$ cat src/rtl/emif_cfg_pkg.sv
// What this block does
// - Ratio code 001 halves the memory clock
// - Ratio code 000 runs memory clock full
// - Clock off holds memory clock high
// - Reset register write restarts engines, keeps config
// - Timeout sets one bus source bit, none for source 1 or 7
// - Timeout sets one space region bit
// - Bit 12 flags asynchronous access timeout
// - Error status read-only, cleared by read
// - SDRAM accesses never record bus errors
// - Memory kind 011 makes space SDRAM
// - Other kind codes select asynchronous widths
// - Setup, strobe, hold count CPU cycles
// - Timeout zero disables, N flags after N
// - Row cycle spaces refresh to next command
// - Precharge spaces deactivate to next command
// - Activate to read or write spacing
// - Active time, mode-set, activate spacings
// - Refresh enable gates all refreshes
// - Width and size bits select part type
// - Access width selects 16 or 32 lanes
// - Latency three, four clocks before deactivate
// - Same direction one, turnaround five clocks
// - Interval register, countdown register reads live
// - Trickle refresh only when no access pending
// - One SDRAM setting set, memory clock units
`default_nettype none
package emif_cfg_pkg;
	// Word addresses in I/O space
	localparam logic [15:0] ADDR_GLOBAL_CTRL = 16'h0800;
	localparam logic [15:0] ADDR_SM_RESET    = 16'h0801;
	localparam logic [15:0] ADDR_BUS_ERR     = 16'h0802;
	localparam logic [15:0] ADDR_SPACE_BASE  = 16'h0803;
	localparam logic [15:0] ADDR_SD_CTRL1    = 16'h080F;
	localparam logic [15:0] ADDR_INTERVAL    = 16'h0810;
	localparam logic [15:0] ADDR_COUNTDOWN   = 16'h0811;
	localparam logic [15:0] ADDR_SD_CTRL2    = 16'h0813;
	// Global control fields
	localparam int RATIO_LSB = 9;
	localparam int CLK_ON_BIT = 5;
	localparam logic [2:0] RATIO_FULL = 3'h0;
	localparam logic [2:0] RATIO_HALF = 3'h1;
	localparam logic [15:0] GLOBAL_CTRL_RST = 16'h0020;
	// Bus error status fields
	localparam int ERR_SPACE_LSB = 7;
	localparam int ERR_TIME_BIT = 12;
	localparam int ERR_BUS_RSVD = 1;
	localparam int ERR_BUS_MAX = 6;
	// Space control fields
	localparam int KIND_LSB = 12;
	localparam int SETUP_LSB = 8;
	localparam int STROBE_LSB = 2;
	localparam logic [2:0] KIND_SDRAM = 3'h3;
	localparam logic [15:0] SPACE_ONE_RST = 16'h2FFF;
	localparam logic [15:0] SPACE_TWO_RST = 16'h0FFF;
	localparam logic [15:0] SPACE_THREE_RST = 16'h0000;
	// SDRAM control one: trc, refresh_on, width, density, trp, trcd
	localparam int TRC_LSB = 12;
	localparam int REFRESH_ON_BIT = 11;
	localparam int PART_WIDTH_BIT = 10;
	localparam int PART_DENSITY_BIT = 9;
	localparam int TRP_LSB = 4;
	localparam int TRCD_LSB = 0;
	localparam logic [15:0] SD_CTRL1_RST = 16'hF0FF;
	// SDRAM control two: access width, activate spacing, tmrd, tras
	localparam int ACCESS_WIDTH_BIT = 12;
	localparam int ACT_SPACING_LSB = 8;
	localparam int TMRD_LSB = 4;
	localparam int TRAS_LSB = 0;
	localparam logic [15:0] SD_CTRL2_RST = 16'h0FFF;
	localparam logic [15:0] INTERVAL_RST = 16'h0100;
	// Fixed SDRAM spacings in memory clocks
	localparam int COL_LATENCY = 3;
	localparam int RW_TO_DEACT = 4;
	localparam int SAME_DIR_GAP = 1;
	localparam int TURN_GAP = 5;
endpackage
`default_nettype wire

$ cat src/rtl/emif_timing_ctrl.sv
`default_nettype none
module emif_timing_ctrl (
	input  wire logic        mclk,                  // CPU clock, 25 MHz
	input  wire logic        rst,                   // Sync reset, high
	input  wire logic [15:0] reg_addr,              // I/O word address
	input  wire logic        reg_wr,                // Write strobe
	input  wire logic        reg_rd,                // Read strobe
	input  wire logic [15:0] reg_wdata,             // Write data
	output logic [15:0]      reg_rdata,             // Read data, registered
	input  wire logic        acc_req,               // Access request level
	input  wire logic [1:0]  acc_space,             // Target space
	input  wire logic        acc_write,             // 1 write, 0 read
	input  wire logic [2:0]  acc_source,            // Requesting bus index
	output logic             acc_done,              // Access finished pulse
	output logic             acc_error,             // Timed out, with done
	input  wire logic        async_ready,           // External ready
	output logic             memory_clock,          // Memory clock pin
	output logic             space0_select_n,       // Space 0 select
	output logic             space1_select_n,       // Space 1 select
	output logic             space2_select_n,       // Space 2 select
	output logic             space3_select_n,       // Space 3 select
	output logic             async_write_strobe_n,  // Async write strobe
	output logic             async_read_strobe_n,   // Async read strobe
	output logic             async_output_enable_n, // Async output enable
	output logic [2:0]       async_kind,            // Kind of active space
	output logic             row_strobe_n,          // SDRAM row strobe
	output logic             column_strobe_n,       // SDRAM column strobe
	output logic             sdram_we_n,            // SDRAM write enable
	output logic             sdram_all_banks,       // A10 during commands
	output logic             upper_lanes_on,        // Data on D[31:16] too
	output logic             part_width_x32,        // Part is x32
	output logic             part_density_hi        // Part is 128 Mbit
);
	import emif_cfg_pkg::*;

	typedef enum {SD_INIT_DEACT, SD_INIT_MODE, SD_IDLE, SD_ACT, SD_RW, SD_DEACT,
		SD_DONE} sd_state_e;
	typedef enum {AS_IDLE, AS_SETUP, AS_STROBE, AS_HOLD} as_state_e;

	typedef struct packed {
		logic [15:0]       gctl;
		logic [3:0][15:0]  sp1;
		logic [3:0][15:0]  sp2;
		logic [3:0][15:0]  sp3;
		logic [15:0]       sd1;
		logic [15:0]       sd2;
		logic [15:0]       interval;
		logic [15:0]       bus_err;
		logic [15:0]       rdata;
		sd_state_e         sd;
		logic [3:0]        gap;
		logic [3:0]        ras_cnt;
		logic [3:0]        rrd_cnt;
		logic [2:0]        turn_cnt;
		logic              last_wr;
		logic              sd_busy;
		as_state_e         as;
		logic [5:0]        phase_cnt;
		logic [7:0]        tmo_cnt;
		logic [3:0]        sel_n;
		logic [2:0]        cmd;
		logic              a10;
		logic              we_strb_n;
		logic              rd_strb_n;
		logic              oe_n;
		logic [2:0]        kind;
		logic              done;
		logic              err;
	} ctrl_state_s;

	// Command codes on row, column, write-enable
	localparam logic [2:0] CMD_NOP   = 3'h7;
	localparam logic [2:0] CMD_ACT   = 3'h3;
	localparam logic [2:0] CMD_READ  = 3'h5;
	localparam logic [2:0] CMD_WRITE = 3'h4;
	localparam logic [2:0] CMD_DEACT = 3'h2;
	localparam logic [2:0] CMD_REFRESH_CMD  = 3'h1;
	localparam logic [2:0] CMD_MODE  = 3'h0;

	ctrl_state_s r;
	ctrl_state_s n;
	logic        mem_tick;
	logic        restart;
	logic        refresh_req;
	logic        refresh_taken;
	logic [15:0] countdown;
	logic [3:0]  sdram_spaces;
	logic        hit_space;
	logic [1:0]  hit_idx;
	logic [1:0]  hit_sub;

	// Space register decode, shared by read and write paths
	function automatic logic [4:0] space_decode(input logic [15:0] addr);
		logic [4:0] res;
		res = 5'h00;
		for (int i = 0; i < 4; i++) begin
			for (int j = 0; j < 3; j++) begin
				if (addr == ADDR_SPACE_BASE + 16'(3 * i + j)) begin
					res = {1'b1, 2'(i), 2'(j)};
				end
			end
		end
		return res;
	endfunction

	// Field extraction of a 4-bit timing value
	function automatic logic [3:0] nib(input logic [15:0] v, input int lsb);
		return 4'(v >> lsb);
	endfunction

	assign {hit_space, hit_idx, hit_sub} = space_decode(reg_addr);
	assign restart = reg_wr && (reg_addr == ADDR_SM_RESET);

	mem_clock_gen u_clk (
		.mclk            (mclk),
		.rst             (rst),
		.mem_clock_ratio (r.gctl[RATIO_LSB +: 3]),
		.mem_clock_on    (r.gctl[CLK_ON_BIT]),
		.mem_tick        (mem_tick),
		.memory_clock    (memory_clock)
	);

	refresh_countdown_unit #(
		.CW (16)
	) u_refresh (
		.mclk        (mclk),
		.rst         (rst),
		.restart     (restart),
		.mem_tick    (mem_tick),
		.interval    (r.interval),
		.refresh_on  (r.sd1[REFRESH_ON_BIT]),
		.taken       (refresh_taken),
		.count       (countdown),
		.refresh_req (refresh_req)
	);

	// Spaces that take SDRAM commands, from one shared setting set
	always_comb begin
		for (int i = 0; i < 4; i++) begin
			sdram_spaces[i] = (r.sp1[i][KIND_LSB +: 3] == KIND_SDRAM);
		end
	end

	// Register file, SDRAM sequencer and asynchronous strobe engine
	always_comb begin
		logic       is_sd;
		logic [1:0] sp;
		logic [15:0] tim;
		n = r;
		refresh_taken = 1'b0;
		sp = acc_space;
		is_sd = sdram_spaces[sp];
		tim = acc_write ? r.sp2[sp] : r.sp1[sp];
		n.done = 1'b0;
		n.err = 1'b0;

		// Register writes; configuration survives an engine restart
		if (reg_wr) begin
			if (reg_addr == ADDR_GLOBAL_CTRL) begin
				n.gctl = reg_wdata & 16'h0E20;
			end
			if (hit_space && hit_sub == 2'h0) begin
				n.sp1[hit_idx] = reg_wdata & 16'h7FFF;
			end
			if (hit_space && hit_sub == 2'h1) begin
				n.sp2[hit_idx] = reg_wdata & 16'h0FFF;
			end
			if (hit_space && hit_sub == 2'h2) begin
				n.sp3[hit_idx] = reg_wdata & 16'h00FF;
			end
			if (reg_addr == ADDR_SD_CTRL1) begin
				n.sd1 = reg_wdata;
			end
			if (reg_addr == ADDR_SD_CTRL2) begin
				n.sd2 = reg_wdata & 16'h1FFF;
			end
			if (reg_addr == ADDR_INTERVAL) begin
				n.interval = reg_wdata;
			end
		end

		// Read data; status clears on read, new errors still land
		if (reg_rd) begin
			n.rdata = 16'h0000;
			if (reg_addr == ADDR_GLOBAL_CTRL) n.rdata = r.gctl;
			if (reg_addr == ADDR_BUS_ERR) begin
				n.rdata = r.bus_err;
				n.bus_err = 16'h0000;
			end
			if (hit_space) begin
				case (hit_sub)
					2'h0: n.rdata = r.sp1[hit_idx];
					2'h1: n.rdata = r.sp2[hit_idx];
					default: n.rdata = r.sp3[hit_idx];
				endcase
			end
			if (reg_addr == ADDR_SD_CTRL1) n.rdata = r.sd1;
			if (reg_addr == ADDR_SD_CTRL2) n.rdata = r.sd2;
			if (reg_addr == ADDR_INTERVAL) n.rdata = r.interval;
			if (reg_addr == ADDR_COUNTDOWN) n.rdata = countdown;
		end

		// SDRAM sequencer, everything counted in memory clocks
		if (mem_tick) begin
			n.cmd = CMD_NOP;
			n.a10 = 1'b0;
			n.sel_n[3:0] = r.as == AS_IDLE ? 4'hF : r.sel_n;
			if (r.gap != 4'h0) n.gap = r.gap - 4'h1;
			if (r.ras_cnt != 4'h0) n.ras_cnt = r.ras_cnt - 4'h1;
			if (r.rrd_cnt != 4'h0) n.rrd_cnt = r.rrd_cnt - 4'h1;
			if (r.turn_cnt != 3'h0) n.turn_cnt = r.turn_cnt - 3'h1;
			if (r.gap == 4'h0) begin
				case (r.sd)
					SD_INIT_DEACT: begin
						n.cmd = CMD_DEACT;
						n.a10 = 1'b1;
						n.sel_n = ~sdram_spaces;
						n.gap = nib(r.sd1, TRP_LSB);
						n.sd = SD_INIT_MODE;
					end
					SD_INIT_MODE: begin
						n.cmd = CMD_MODE;
						n.sel_n = ~sdram_spaces;
						n.gap = nib(r.sd2, TMRD_LSB);
						n.sd = SD_IDLE;
					end
					SD_IDLE: begin
						// Accesses win; refresh trickles in only when none waits
						if (acc_req && is_sd && r.as == AS_IDLE && r.rrd_cnt == 4'h0) begin
							n.cmd = CMD_ACT;
							n.sel_n = ~(4'h1 << sp);
							n.gap = nib(r.sd1, TRCD_LSB);
							n.ras_cnt = nib(r.sd2, TRAS_LSB);
							n.rrd_cnt = nib(r.sd2, ACT_SPACING_LSB);
							n.sd = SD_RW;
						end else if (refresh_req && !acc_req && r.as == AS_IDLE) begin
							// Any waiting access blocks it, so selects never mix
							refresh_taken = 1'b1;
							n.cmd = CMD_REFRESH_CMD;
							n.sel_n = ~sdram_spaces;
							n.gap = nib(r.sd1, TRC_LSB);
						end
					end
					SD_RW: begin
						// Direction change waits out the turnaround count
						if (r.turn_cnt == 3'h0 || r.last_wr == acc_write) begin
							n.cmd = acc_write ? CMD_WRITE : CMD_READ;
							n.sel_n = ~(4'h1 << sp);
							n.last_wr = acc_write;
							n.turn_cnt = 3'(TURN_GAP - 1);
							n.gap = 4'(RW_TO_DEACT - 1);
							n.sd = SD_DEACT;
						end
					end
					SD_DEACT: begin
						// Read data lands after the fixed latency, before this point
						if (r.ras_cnt == 4'h0) begin
							n.cmd = CMD_DEACT;
							n.a10 = 1'b1;
							n.sel_n = ~sdram_spaces;
							n.gap = nib(r.sd1, TRP_LSB);
							n.sd = SD_DONE;
						end
					end
					SD_DONE: begin
						n.done = 1'b1;
						n.sd = SD_IDLE;
					end
					default: n.sd = SD_IDLE;
				endcase
			end
		end

		// Asynchronous engine, counted in CPU clocks
		case (r.as)
			AS_IDLE: begin
				if (acc_req && !is_sd && r.sd == SD_IDLE && r.cmd == CMD_NOP && !r.done) begin
					n.as = AS_SETUP;
					n.sel_n = ~(4'h1 << sp);
					n.kind = r.sp1[sp][KIND_LSB +: 3];
					n.oe_n = acc_write;
					n.phase_cnt = {2'h0, nib(tim, SETUP_LSB)};
					n.tmo_cnt = 8'h01;
				end
			end
			AS_SETUP: begin
				if (r.phase_cnt <= 6'h1) begin
					n.as = AS_STROBE;
					n.phase_cnt = 6'(tim >> STROBE_LSB);
					n.we_strb_n = ~acc_write;
					n.rd_strb_n = acc_write;
				end else begin
					n.phase_cnt = r.phase_cnt - 6'h1;
				end
			end
			AS_STROBE: begin
				if (r.phase_cnt > 6'h1) n.phase_cnt = r.phase_cnt - 6'h1;
				if (r.phase_cnt <= 6'h1 && async_ready) begin
					n.as = AS_HOLD;
					n.phase_cnt = {4'h0, tim[1:0]};
					n.we_strb_n = 1'b1;
					n.rd_strb_n = 1'b1;
				end
			end
			AS_HOLD: begin
				if (r.phase_cnt <= 6'h1) begin
					n.as = AS_IDLE;
					n.sel_n = 4'hF;
					n.oe_n = 1'b1;
					n.done = 1'b1;
				end else begin
					n.phase_cnt = r.phase_cnt - 6'h1;
				end
			end
			default: n.as = AS_IDLE;
		endcase

		// Timeout across setup and strobe; zero turns the timer off
		if ((r.as == AS_SETUP || r.as == AS_STROBE) && r.sp3[sp][7:0] != 8'h00) begin
			n.tmo_cnt = r.tmo_cnt + 8'h01;
			if (r.tmo_cnt == r.sp3[sp][7:0]) begin
				n.as = AS_IDLE;
				n.sel_n = 4'hF;
				n.we_strb_n = 1'b1;
				n.rd_strb_n = 1'b1;
				n.oe_n = 1'b1;
				n.done = 1'b1;
				n.err = 1'b1;
				n.bus_err[ERR_TIME_BIT] = 1'b1;
				n.bus_err[ERR_SPACE_LSB + 32'(sp)] = 1'b1;
				if (acc_source <= 3'(ERR_BUS_MAX) && acc_source != 3'(ERR_BUS_RSVD)) begin
					n.bus_err[acc_source] = 1'b1;
				end
			end
		end

		// Engine restart leaves every configuration value alone
		if (restart) begin
			n.sd = SD_INIT_DEACT;
			n.as = AS_IDLE;
			n.gap = 4'h0;
			n.ras_cnt = 4'h0;
			n.rrd_cnt = 4'h0;
			n.turn_cnt = 3'h0;
			n.sel_n = 4'hF;
			n.cmd = CMD_NOP;
			n.a10 = 1'b0;
			n.we_strb_n = 1'b1;
			n.rd_strb_n = 1'b1;
			n.oe_n = 1'b1;
			n.done = 1'b0;
			n.err = 1'b0;
		end
	end

	always_ff @(posedge mclk) begin
		if (rst) begin
			r <= '0;
			r.gctl <= GLOBAL_CTRL_RST;
			r.sp1 <= {4{SPACE_ONE_RST}};
			r.sp2 <= {4{SPACE_TWO_RST}};
			r.sp3 <= {4{SPACE_THREE_RST}};
			r.sd1 <= SD_CTRL1_RST;
			r.sd2 <= SD_CTRL2_RST;
			r.interval <= INTERVAL_RST;
			r.sd <= SD_INIT_DEACT;
			r.as <= AS_IDLE;
			r.sel_n <= 4'hF;
			r.cmd <= CMD_NOP;
			r.we_strb_n <= 1'b1;
			r.rd_strb_n <= 1'b1;
			r.oe_n <= 1'b1;
		end else begin
			r <= n;
		end
	end

	// Pins straight from the state flops
	assign reg_rdata = r.rdata;
	assign acc_done = r.done;
	assign acc_error = r.err;
	assign {space3_select_n, space2_select_n, space1_select_n, space0_select_n} = r.sel_n;
	assign async_write_strobe_n = r.we_strb_n;
	assign async_read_strobe_n = r.rd_strb_n;
	assign async_output_enable_n = r.oe_n;
	assign async_kind = r.kind;
	assign {row_strobe_n, column_strobe_n, sdram_we_n} = r.cmd;
	assign sdram_all_banks = r.a10;
	assign upper_lanes_on = r.sd2[ACCESS_WIDTH_BIT];
	assign part_width_x32 = r.sd1[PART_WIDTH_BIT];
	assign part_density_hi = r.sd1[PART_DENSITY_BIT];
endmodule
`default_nettype wire

$ cat src/rtl/mem_clock_gen.sv
`default_nettype none
module mem_clock_gen (
	input  wire logic       mclk,            // CPU clock
	input  wire logic       rst,             // Sync reset
	input  wire logic [2:0] mem_clock_ratio, // Rate code
	input  wire logic       mem_clock_on,    // Clock enable
	output logic            mem_tick,        // One memory clock
	output logic            memory_clock     // Memory clock pin
);
	import emif_cfg_pkg::*;

	typedef struct packed {
		logic phase;
		logic clk_lvl;
	} clk_state_s;

	clk_state_s st_r;
	clk_state_s st_nxt;

	// Reserved codes fall back to the half rate, the slower safe choice
	always_comb begin
		st_nxt = st_r;
		st_nxt.phase = ~st_r.phase;
		mem_tick = mem_clock_on && ((mem_clock_ratio == RATIO_FULL) || st_r.phase);
		if (!mem_clock_on) begin
			st_nxt.clk_lvl = 1'b1;
		end else if (mem_tick) begin
			st_nxt.clk_lvl = ~st_r.clk_lvl;
		end
	end

	always_ff @(posedge mclk) begin
		if (rst) begin
			st_r <= '{phase: 1'b0, clk_lvl: 1'b1};
		end else begin
			st_r <= st_nxt;
		end
	end

	assign memory_clock = st_r.clk_lvl;
endmodule
`default_nettype wire

$ cat src/rtl/refresh_countdown_unit.sv
`default_nettype none
module refresh_countdown_unit #(
	parameter int CW = 16 // Counter width
) (
	input  wire logic          mclk,        // CPU clock
	input  wire logic          rst,         // Sync reset
	input  wire logic          restart,     // Engine restart
	input  wire logic          mem_tick,    // Memory clock enable
	input  wire logic [CW-1:0] interval,    // Reload value
	input  wire logic          refresh_on,  // Refresh enable
	input  wire logic          taken,       // Sequencer took it
	output logic [CW-1:0]      count,       // Live count
	output logic               refresh_req  // Pending request
);
	typedef struct packed {
		logic [CW-1:0] cnt;
		logic          req;
	} cnt_state_s;

	cnt_state_s st_r;
	cnt_state_s st_nxt;

	// Count down per memory clock, reload and request at zero
	always_comb begin
		st_nxt = st_r;
		if (taken) begin
			st_nxt.req = 1'b0;
		end
		if (mem_tick) begin
			if (st_r.cnt == '0) begin
				st_nxt.cnt = interval;
				st_nxt.req = refresh_on;
			end else begin
				st_nxt.cnt = st_r.cnt - 1'b1;
			end
		end
		if (!refresh_on) begin
			st_nxt.req = 1'b0;
		end
		if (restart) begin
			st_nxt = '{cnt: interval, req: 1'b0};
		end
	end

	always_ff @(posedge mclk) begin
		if (rst) begin
			st_r <= '0;
		end else begin
			st_r <= st_nxt;
		end
	end

	assign count = st_r.cnt;
	assign refresh_req = st_r.req;
endmodule
`default_nettype wire

$ cat config.mk
export PLATFORM = sky130hd
export DESIGN_NAME = emif_timing_ctrl
export DESIGN_NICKNAME = d
export VERILOG_FILES = /design/src/rtl/emif_cfg_pkg.sv /design/src/rtl/emif_timing_ctrl.sv /design/src/rtl/mem_clock_gen.sv /design/src/rtl/refresh_countdown_unit.sv
export SDC_FILE = /design/constraint.sdc
export NUM_CORES = 1
export LEC_CHECK = 0
export BUFFER_PORTS_ARGS = -buffer_cell sky130_fd_sc_hd__buf_2
export CORE_MARGIN = 2
export CORE_UTILIZATION = 30
export DETAILED_ROUTE_END_ITERATION = 7
export PLACE_DENSITY = 0.54
export SLEW_MARGIN = 20
export SYNTH_ARGS = -nofsm -noshare
export SYNTH_HDL_FRONTEND = slang
export SYNTH_SLANG_ARGS = --single-unit
$ cat constraint.sdc
create_clock -name mclk -period 2.4 [get_ports mclk]
set_clock_uncertainty 0.1 [all_clocks]
set_input_delay 0.24 -clock mclk [delete_from_list [all_inputs] [get_ports mclk]]
set_output_delay 0.24 -clock mclk [all_outputs]
set_load 0.02 [all_outputs]
==> reports/results.ini, run 1 <==
[logic_synthesis]
yosysSeqAreaShare=0.389
yosys_most_used_dff=dfxtp_1
yosysTopAreaCellShare=0.389
syn_area_mm2=0.0165
synth.most_common_cell=dfxtp_1
post_synth_num_cell_types=83
yosys.area.top_type=dfxtp_1
synth.area.top_cells=dfxtp_1 (39%), a211o_1 (5.3%), nand2_1 (5.3%)
synth-seq-cells=321
ys_async_sr_fraction=0
syn_area_per_cell_um2=8.62
synthCells=1918
synthTopCellsByCount=dfxtp_1 (321), nand2_1 (232), nor2_1 (203), nor2b_1 (109), a211o_1 (101)
ys_warn_count=0
synth-edff-count=0

[drt]
wl_per_cell_um=21.3
drc_errors=0
viasPerCell=5.48
drtPass1Iterations=5
antenna_left=0
routed_wl_um=63100
vias=16262
drt-initial-drc-count=1551

[floorplan]
start_util=0.302
die_area_mm2=0.0570
rows=86
io_pins=80
core-area_mm2=0.0548
die_x_um=239
die_h_um=239

[global_routing]
grt_max_degree=60
grt_pass1_wl_um=94600
grt-ovfl-total=0
grt_pass1_vias=15481
grt_usage=0.217
antenna_found_initial=3

[timing]
fin_ws_ps=-31.7
finalSetupTns_ps=-144
tightest_slew_ps=664
slew_headroom=0.557
finalCritPeriodShare=1.01
holdWs_ps=40.0
rsz0062_at_grt=true
fin_crit_ps=2430
finalHoldViolCount=0
maxSlewViolCount=0
fmax_mhz=411
setup_viol=7

[placement]
dp.cells=2876
hpwl_um=46800
finalWeightedCongestion=0.941
port_buffers=79

[worst_setup_path]
crit_path_cell_trace=nor4_4 -> buf_4 -> nand4_1 -> or4b_4 -> a2111oi_4 -> buf_4 -> buf_4 -> nand4_1 -> a21oi_1
required_ps=2790
crit_buf_inv=3
crit_top_cell=buf_4
path_delay_family=simple AND/OR/NAND/NOR gates
worstPathArrival_ps=2820
worstPathMaxFanout=4
cpMaxStageDelayCell=or4b_4
critPathMaxStageDelay_ps=580
crit_type=flop to flop
endpoint_kind=flop
crit_path_start_kind=flop

[clock_network]
clkLatencyLatePin_ps=560
numClockSinks=321
clk_pin_slew_ps=60
cts_made_buffers=38
cts_buffer_depth=3
cts_tree=built
htree_num_levels=2
cts-root-buf=clkbuf_16

[final_layout]
antenna_cells=0
nets=2289
layout-drive-gt1-share=0.269
syn2layout_area_growth_pct=31.0
finalNonFillerCells=2965

[outcome]
failed_checks=negative setup slack
status=finished with violations

[power]
leakage_uw=0.00828
p_per_area_mw_per_mm2=718
peakVddDrop_mv=0.394
total_power_uw=15500

[hold_path]
hp-class=primary input to flop

[job]
drv_cap=0

==> kinds of logic (layout without fill, tap and decap cells) <==
family                     count (synthesis)  count (layout)  synth area share
AOI/OAI and AO/OA                        479             479             0.203
xor gates and xnor gates                  20              20            0.0106
adders and majority gates                 11              11           0.00832
buffers and inverters                    179             493            0.0503
DFF                                      321             321             0.389
muxes                                    104             104            0.0898
other                                      1              30          0.000227
and+or+nand+nor                          803             803             0.250
==> tightest hold or removal path: cells and delay by family <==
kind                   cells  cell delay (ps)
AOI/OAI and AO/OA          1               60
and+or+nand+nor            1              110
buffers and inverters      1              230
==> where the power goes <==
group / switching [µW] / leakage, µW / internal, µW
clock network: 2470 / 0.000652 / 3790
registers: 270 / 0.00261 / 5620
logic: 1910 / 0.00501 / 1490
total: 4650 / 0.00828 / 10900
==> repair_timing <==
action | CTS | global route
hold buffers | 11 | 0
setup endpoints to repair | 44 | 67
pin swaps | 10 | 35
endpoints found under the hold margin | 33 | 0
gates resized for setup | 17 | 73
buffers inserted | 1 | 10
==> metal layers <==
metal / up-vias / GRT usage / wire length [µm]
met4: 6 / 0.0591 / 1520
li1: 7577 / - / -
met1: 7961 / 0.305 / 29000
met3: 101 / 0.0380 / 4410
met5: - / 0 / 36
met2: 617 / 0.340 / 28100
==> final cells by class <==
| type | instances | area, µm² |
|---|---|---|
| Fill cell | 5448 | 33100 |
| Multi-Input combinational cell | 1447 | 9750 |
| Sequential cell | 321 | 6430 |
| Timing Repair Buffer | 405 | 3190 |
| Clock buffer | 47 | 1060 |
| Tap cell | 704 | 881 |
| Clock inverter | 20 | 279 |
| Inverter | 21 | 78.8 |
==> final timing paths <==
kind                      start       endpoint  slack (ps)  cells after the start
hold reg to reg   async_kind[1]  async_kind[1]         360                      2
setup / recovery          r[57]         r[132]         -30                      9
hold / removal     reg_wdata[4]         r[147]          40                      3
setup reg to reg          r[57]         r[132]         -30                      9
==> per-stage QoR <==
step,utilization,instance area [µm²],worst slack (ps)
final,0.396,21700,-31.7
after global routing,0.396,21700,-176
after CTS,0.389,21300,-67.5
after detailed placement,0.361,19800,-905
after global placement,0.361,19800,-873
after floorplan,-,16700,-8.10
==> state kept, by name, summed over array words and instances, names as in the netlist, 3 cells and up <==
| signal | flops |
|---|---|
| async_kind | 3 |
| r | 267 |
| reg_rdata | 16 |
| u_refresh.count | 16 |
==> placed cells by master (no fill, tap or decap), types with 64 or more instances in the layout <==
cell type | netlist | final
a211o_1 | 101 | 101
a21oi_1 | 97 | 86
buf_2 | 20 | 78
buf_4 | 34 | 284
dfxtp_1 | 321 | 317
mux2i_1 | 64 | 64
nand2_1 | 232 | 226
nor2_1 | 203 | 196
nor2b_1 | 109 | 109
o21ai_0 | 69 | 65
No activity file was read; power rests on OpenSTA's default activity.
==> run 2: changes to the inputs <==
--- a/config.mk
+++ b/config.mk
@@ -9,7 +9,6 @@
 export CORE_MARGIN = 2
 export CORE_UTILIZATION = 30
 export DETAILED_ROUTE_END_ITERATION = 7
-export PLACE_DENSITY = 0.54
 export SLEW_MARGIN = 20
 export SYNTH_ARGS = -nofsm -noshare
 export SYNTH_HDL_FRONTEND = slang
==> run 2 against run 1 <==
  * Via count down 0.41%
  * Clock power down 7.2%
  * Wire length down 2.1%
  * Global-route usage down 0.38 points
  * Critical endpoint is now r[131]
  * The flow still finishes with violations (negative setup slack)
==> reports/results.ini, run 2 (synthesis results as in run 1) <==
[outcome]
status=finished with violations
failed_checks=negative setup slack

[drt]
drtPass1Iterations=6
viasPerCell=5.48
wl_per_cell_um=20.9
vias=16196
drt-initial-drc-count=1648
routed_wl_um=61800
antenna_left=0
drc_errors=0

[global_routing]
grt_pass1_vias=15584
grt_usage=0.213
antenna_found_initial=7
grt_max_degree=100
grt-ovfl-total=0
grt_pass1_wl_um=94000

[final_layout]
fillCellCount=5535
nets=2281
largest_register=r
syn2layout_area_growth_pct=30.4
mostFrequentLayoutCells=dfxtp_1 (318), buf_4 (274), nand2_1 (231)
largest_register_ffs=267
fin_util=0.394
final_common_cell=dfxtp_1
layout-drive-gt1-share=0.261
final_area_mm2=0.0216

[worst_setup_path]
r2r_slack_ps=-90
worstPathMaxFanout=4
crit_path_start_kind=flop
required_ps=2790
endpoint_kind=flop
r2r_start=r[57]
rr_endpoint=r[131]
reg2reg_depth=9
worstPathArrival_ps=2870
crit_type=flop to flop

[clock_network]
numClockSinks=321
clk_pin_slew_ps=60
clkLatencyLatePin_ps=560
cts_made_buffers=36
cts_tree=built
htree_num_levels=2
cts-root-buf=clkbuf_16
cts_buffer_depth=3

[timing]
slew_headroom=0.566
finalHoldViolCount=0
maxSlewViolCount=0
tightest_slew_ps=650
fin_ws_ps=-85.9
setup_viol=6
fmax_mhz=402
finalCritPeriodShare=1.04
fin_crit_ps=2490
holdWs_ps=14.0
rsz0062_at_grt=true

[placement]
place_ws_ps=-891
hpwl_um=45600
post_dp_cell_area_mm2=0.0198
port_buffers=79
finalWeightedCongestion=0.936

[power]
leakage_uw=0.00821
peakVddDrop_mv=0.369
p_per_area_mw_per_mm2=708

[floorplan]
die_area_mm2=0.0570
rows=86
die_x_um=239
start_util=0.302
die_h_um=239
io_pins=80
core-area_mm2=0.0548

[hold_path]
min_path_cells=3
holdPathEnd=r[186]
hp-class=primary input to flop
worstHoldStart=reg_wdata[11]

[job]
drv_cap=0

[run 2: worst max-delay path by stage]
stage | startpoint | end | depth (start not counted)
5_1_grt | r[55] | r[133] | 9
4_1_cts | r[55] | r[133] | 9
3_5_place_dp | reg_addr[13] | reg_rdata[7] | 10
2_1_floorplan | reg_addr[13] | reg_rdata[11] | 8
3_3_place_gp | reg_addr[13] | reg_rdata[7] | 10
6_report | r[57] | r[131] | 9
[run 2: layout make-up]
class	count	area, µm²	area share
repair buffers	399	3180	0.147
clock buffers	53	1090	0.0504
inverters	21	78.8	0.00365
multi-input cells	1447	9770	0.453
flip-flops and latches	321	6430	0.298
well taps	704	881	0.0408
diodes	1	2.50	0.000116
clock inverters	11	141	0.00655
[run 2: worst max-delay path, stage by stage (launching register included)]
cell	delay, ps
dfxtp_2	320
nor4_4	270
buf_4	150
nand4_1	140
or4b_4	590
a2111oi_4	200
buf_4	210
and2b_2	210
a32oi_1	120
nor2_1	110
[run 2: power by group]
part	total (µW)	switching, µW	internal [µW]
Clock	5810	2340	3470
Sequential	5900	285	5620
Combinational	3550	1950	1600
Total	15300	4580	10700
[run 2: metal layers]
metal,global-route usage,part of all wire
met3,0.0438,0.088
met4,0.0572,0.027
met1,0.300,0.44
met5,0,0.0011
met2,0.330,0.44
[run 2: stage by stage]
stage,TNS (ps),instances,total power [µW]
2_1_floorplan,-8.10,1947,7960
3_3_place_gp,-28670,2873,9130
3_5_place_dp,-33620,2873,9190
4_1_cts,-272,2949,15100
5_1_grt,-2230,2957,15900
6_report,-267,2957,15300
[run 2: repair_timing]
item / 4_1_cts / 5_1_grt
pin swaps: 12 / 24
setup endpoints to repair: 41 / 58
hold buffers: 10 / 0
endpoints found under the hold margin: 39 / 0
buffers inserted: 2 / 8
gates resized for setup: 34 / 57
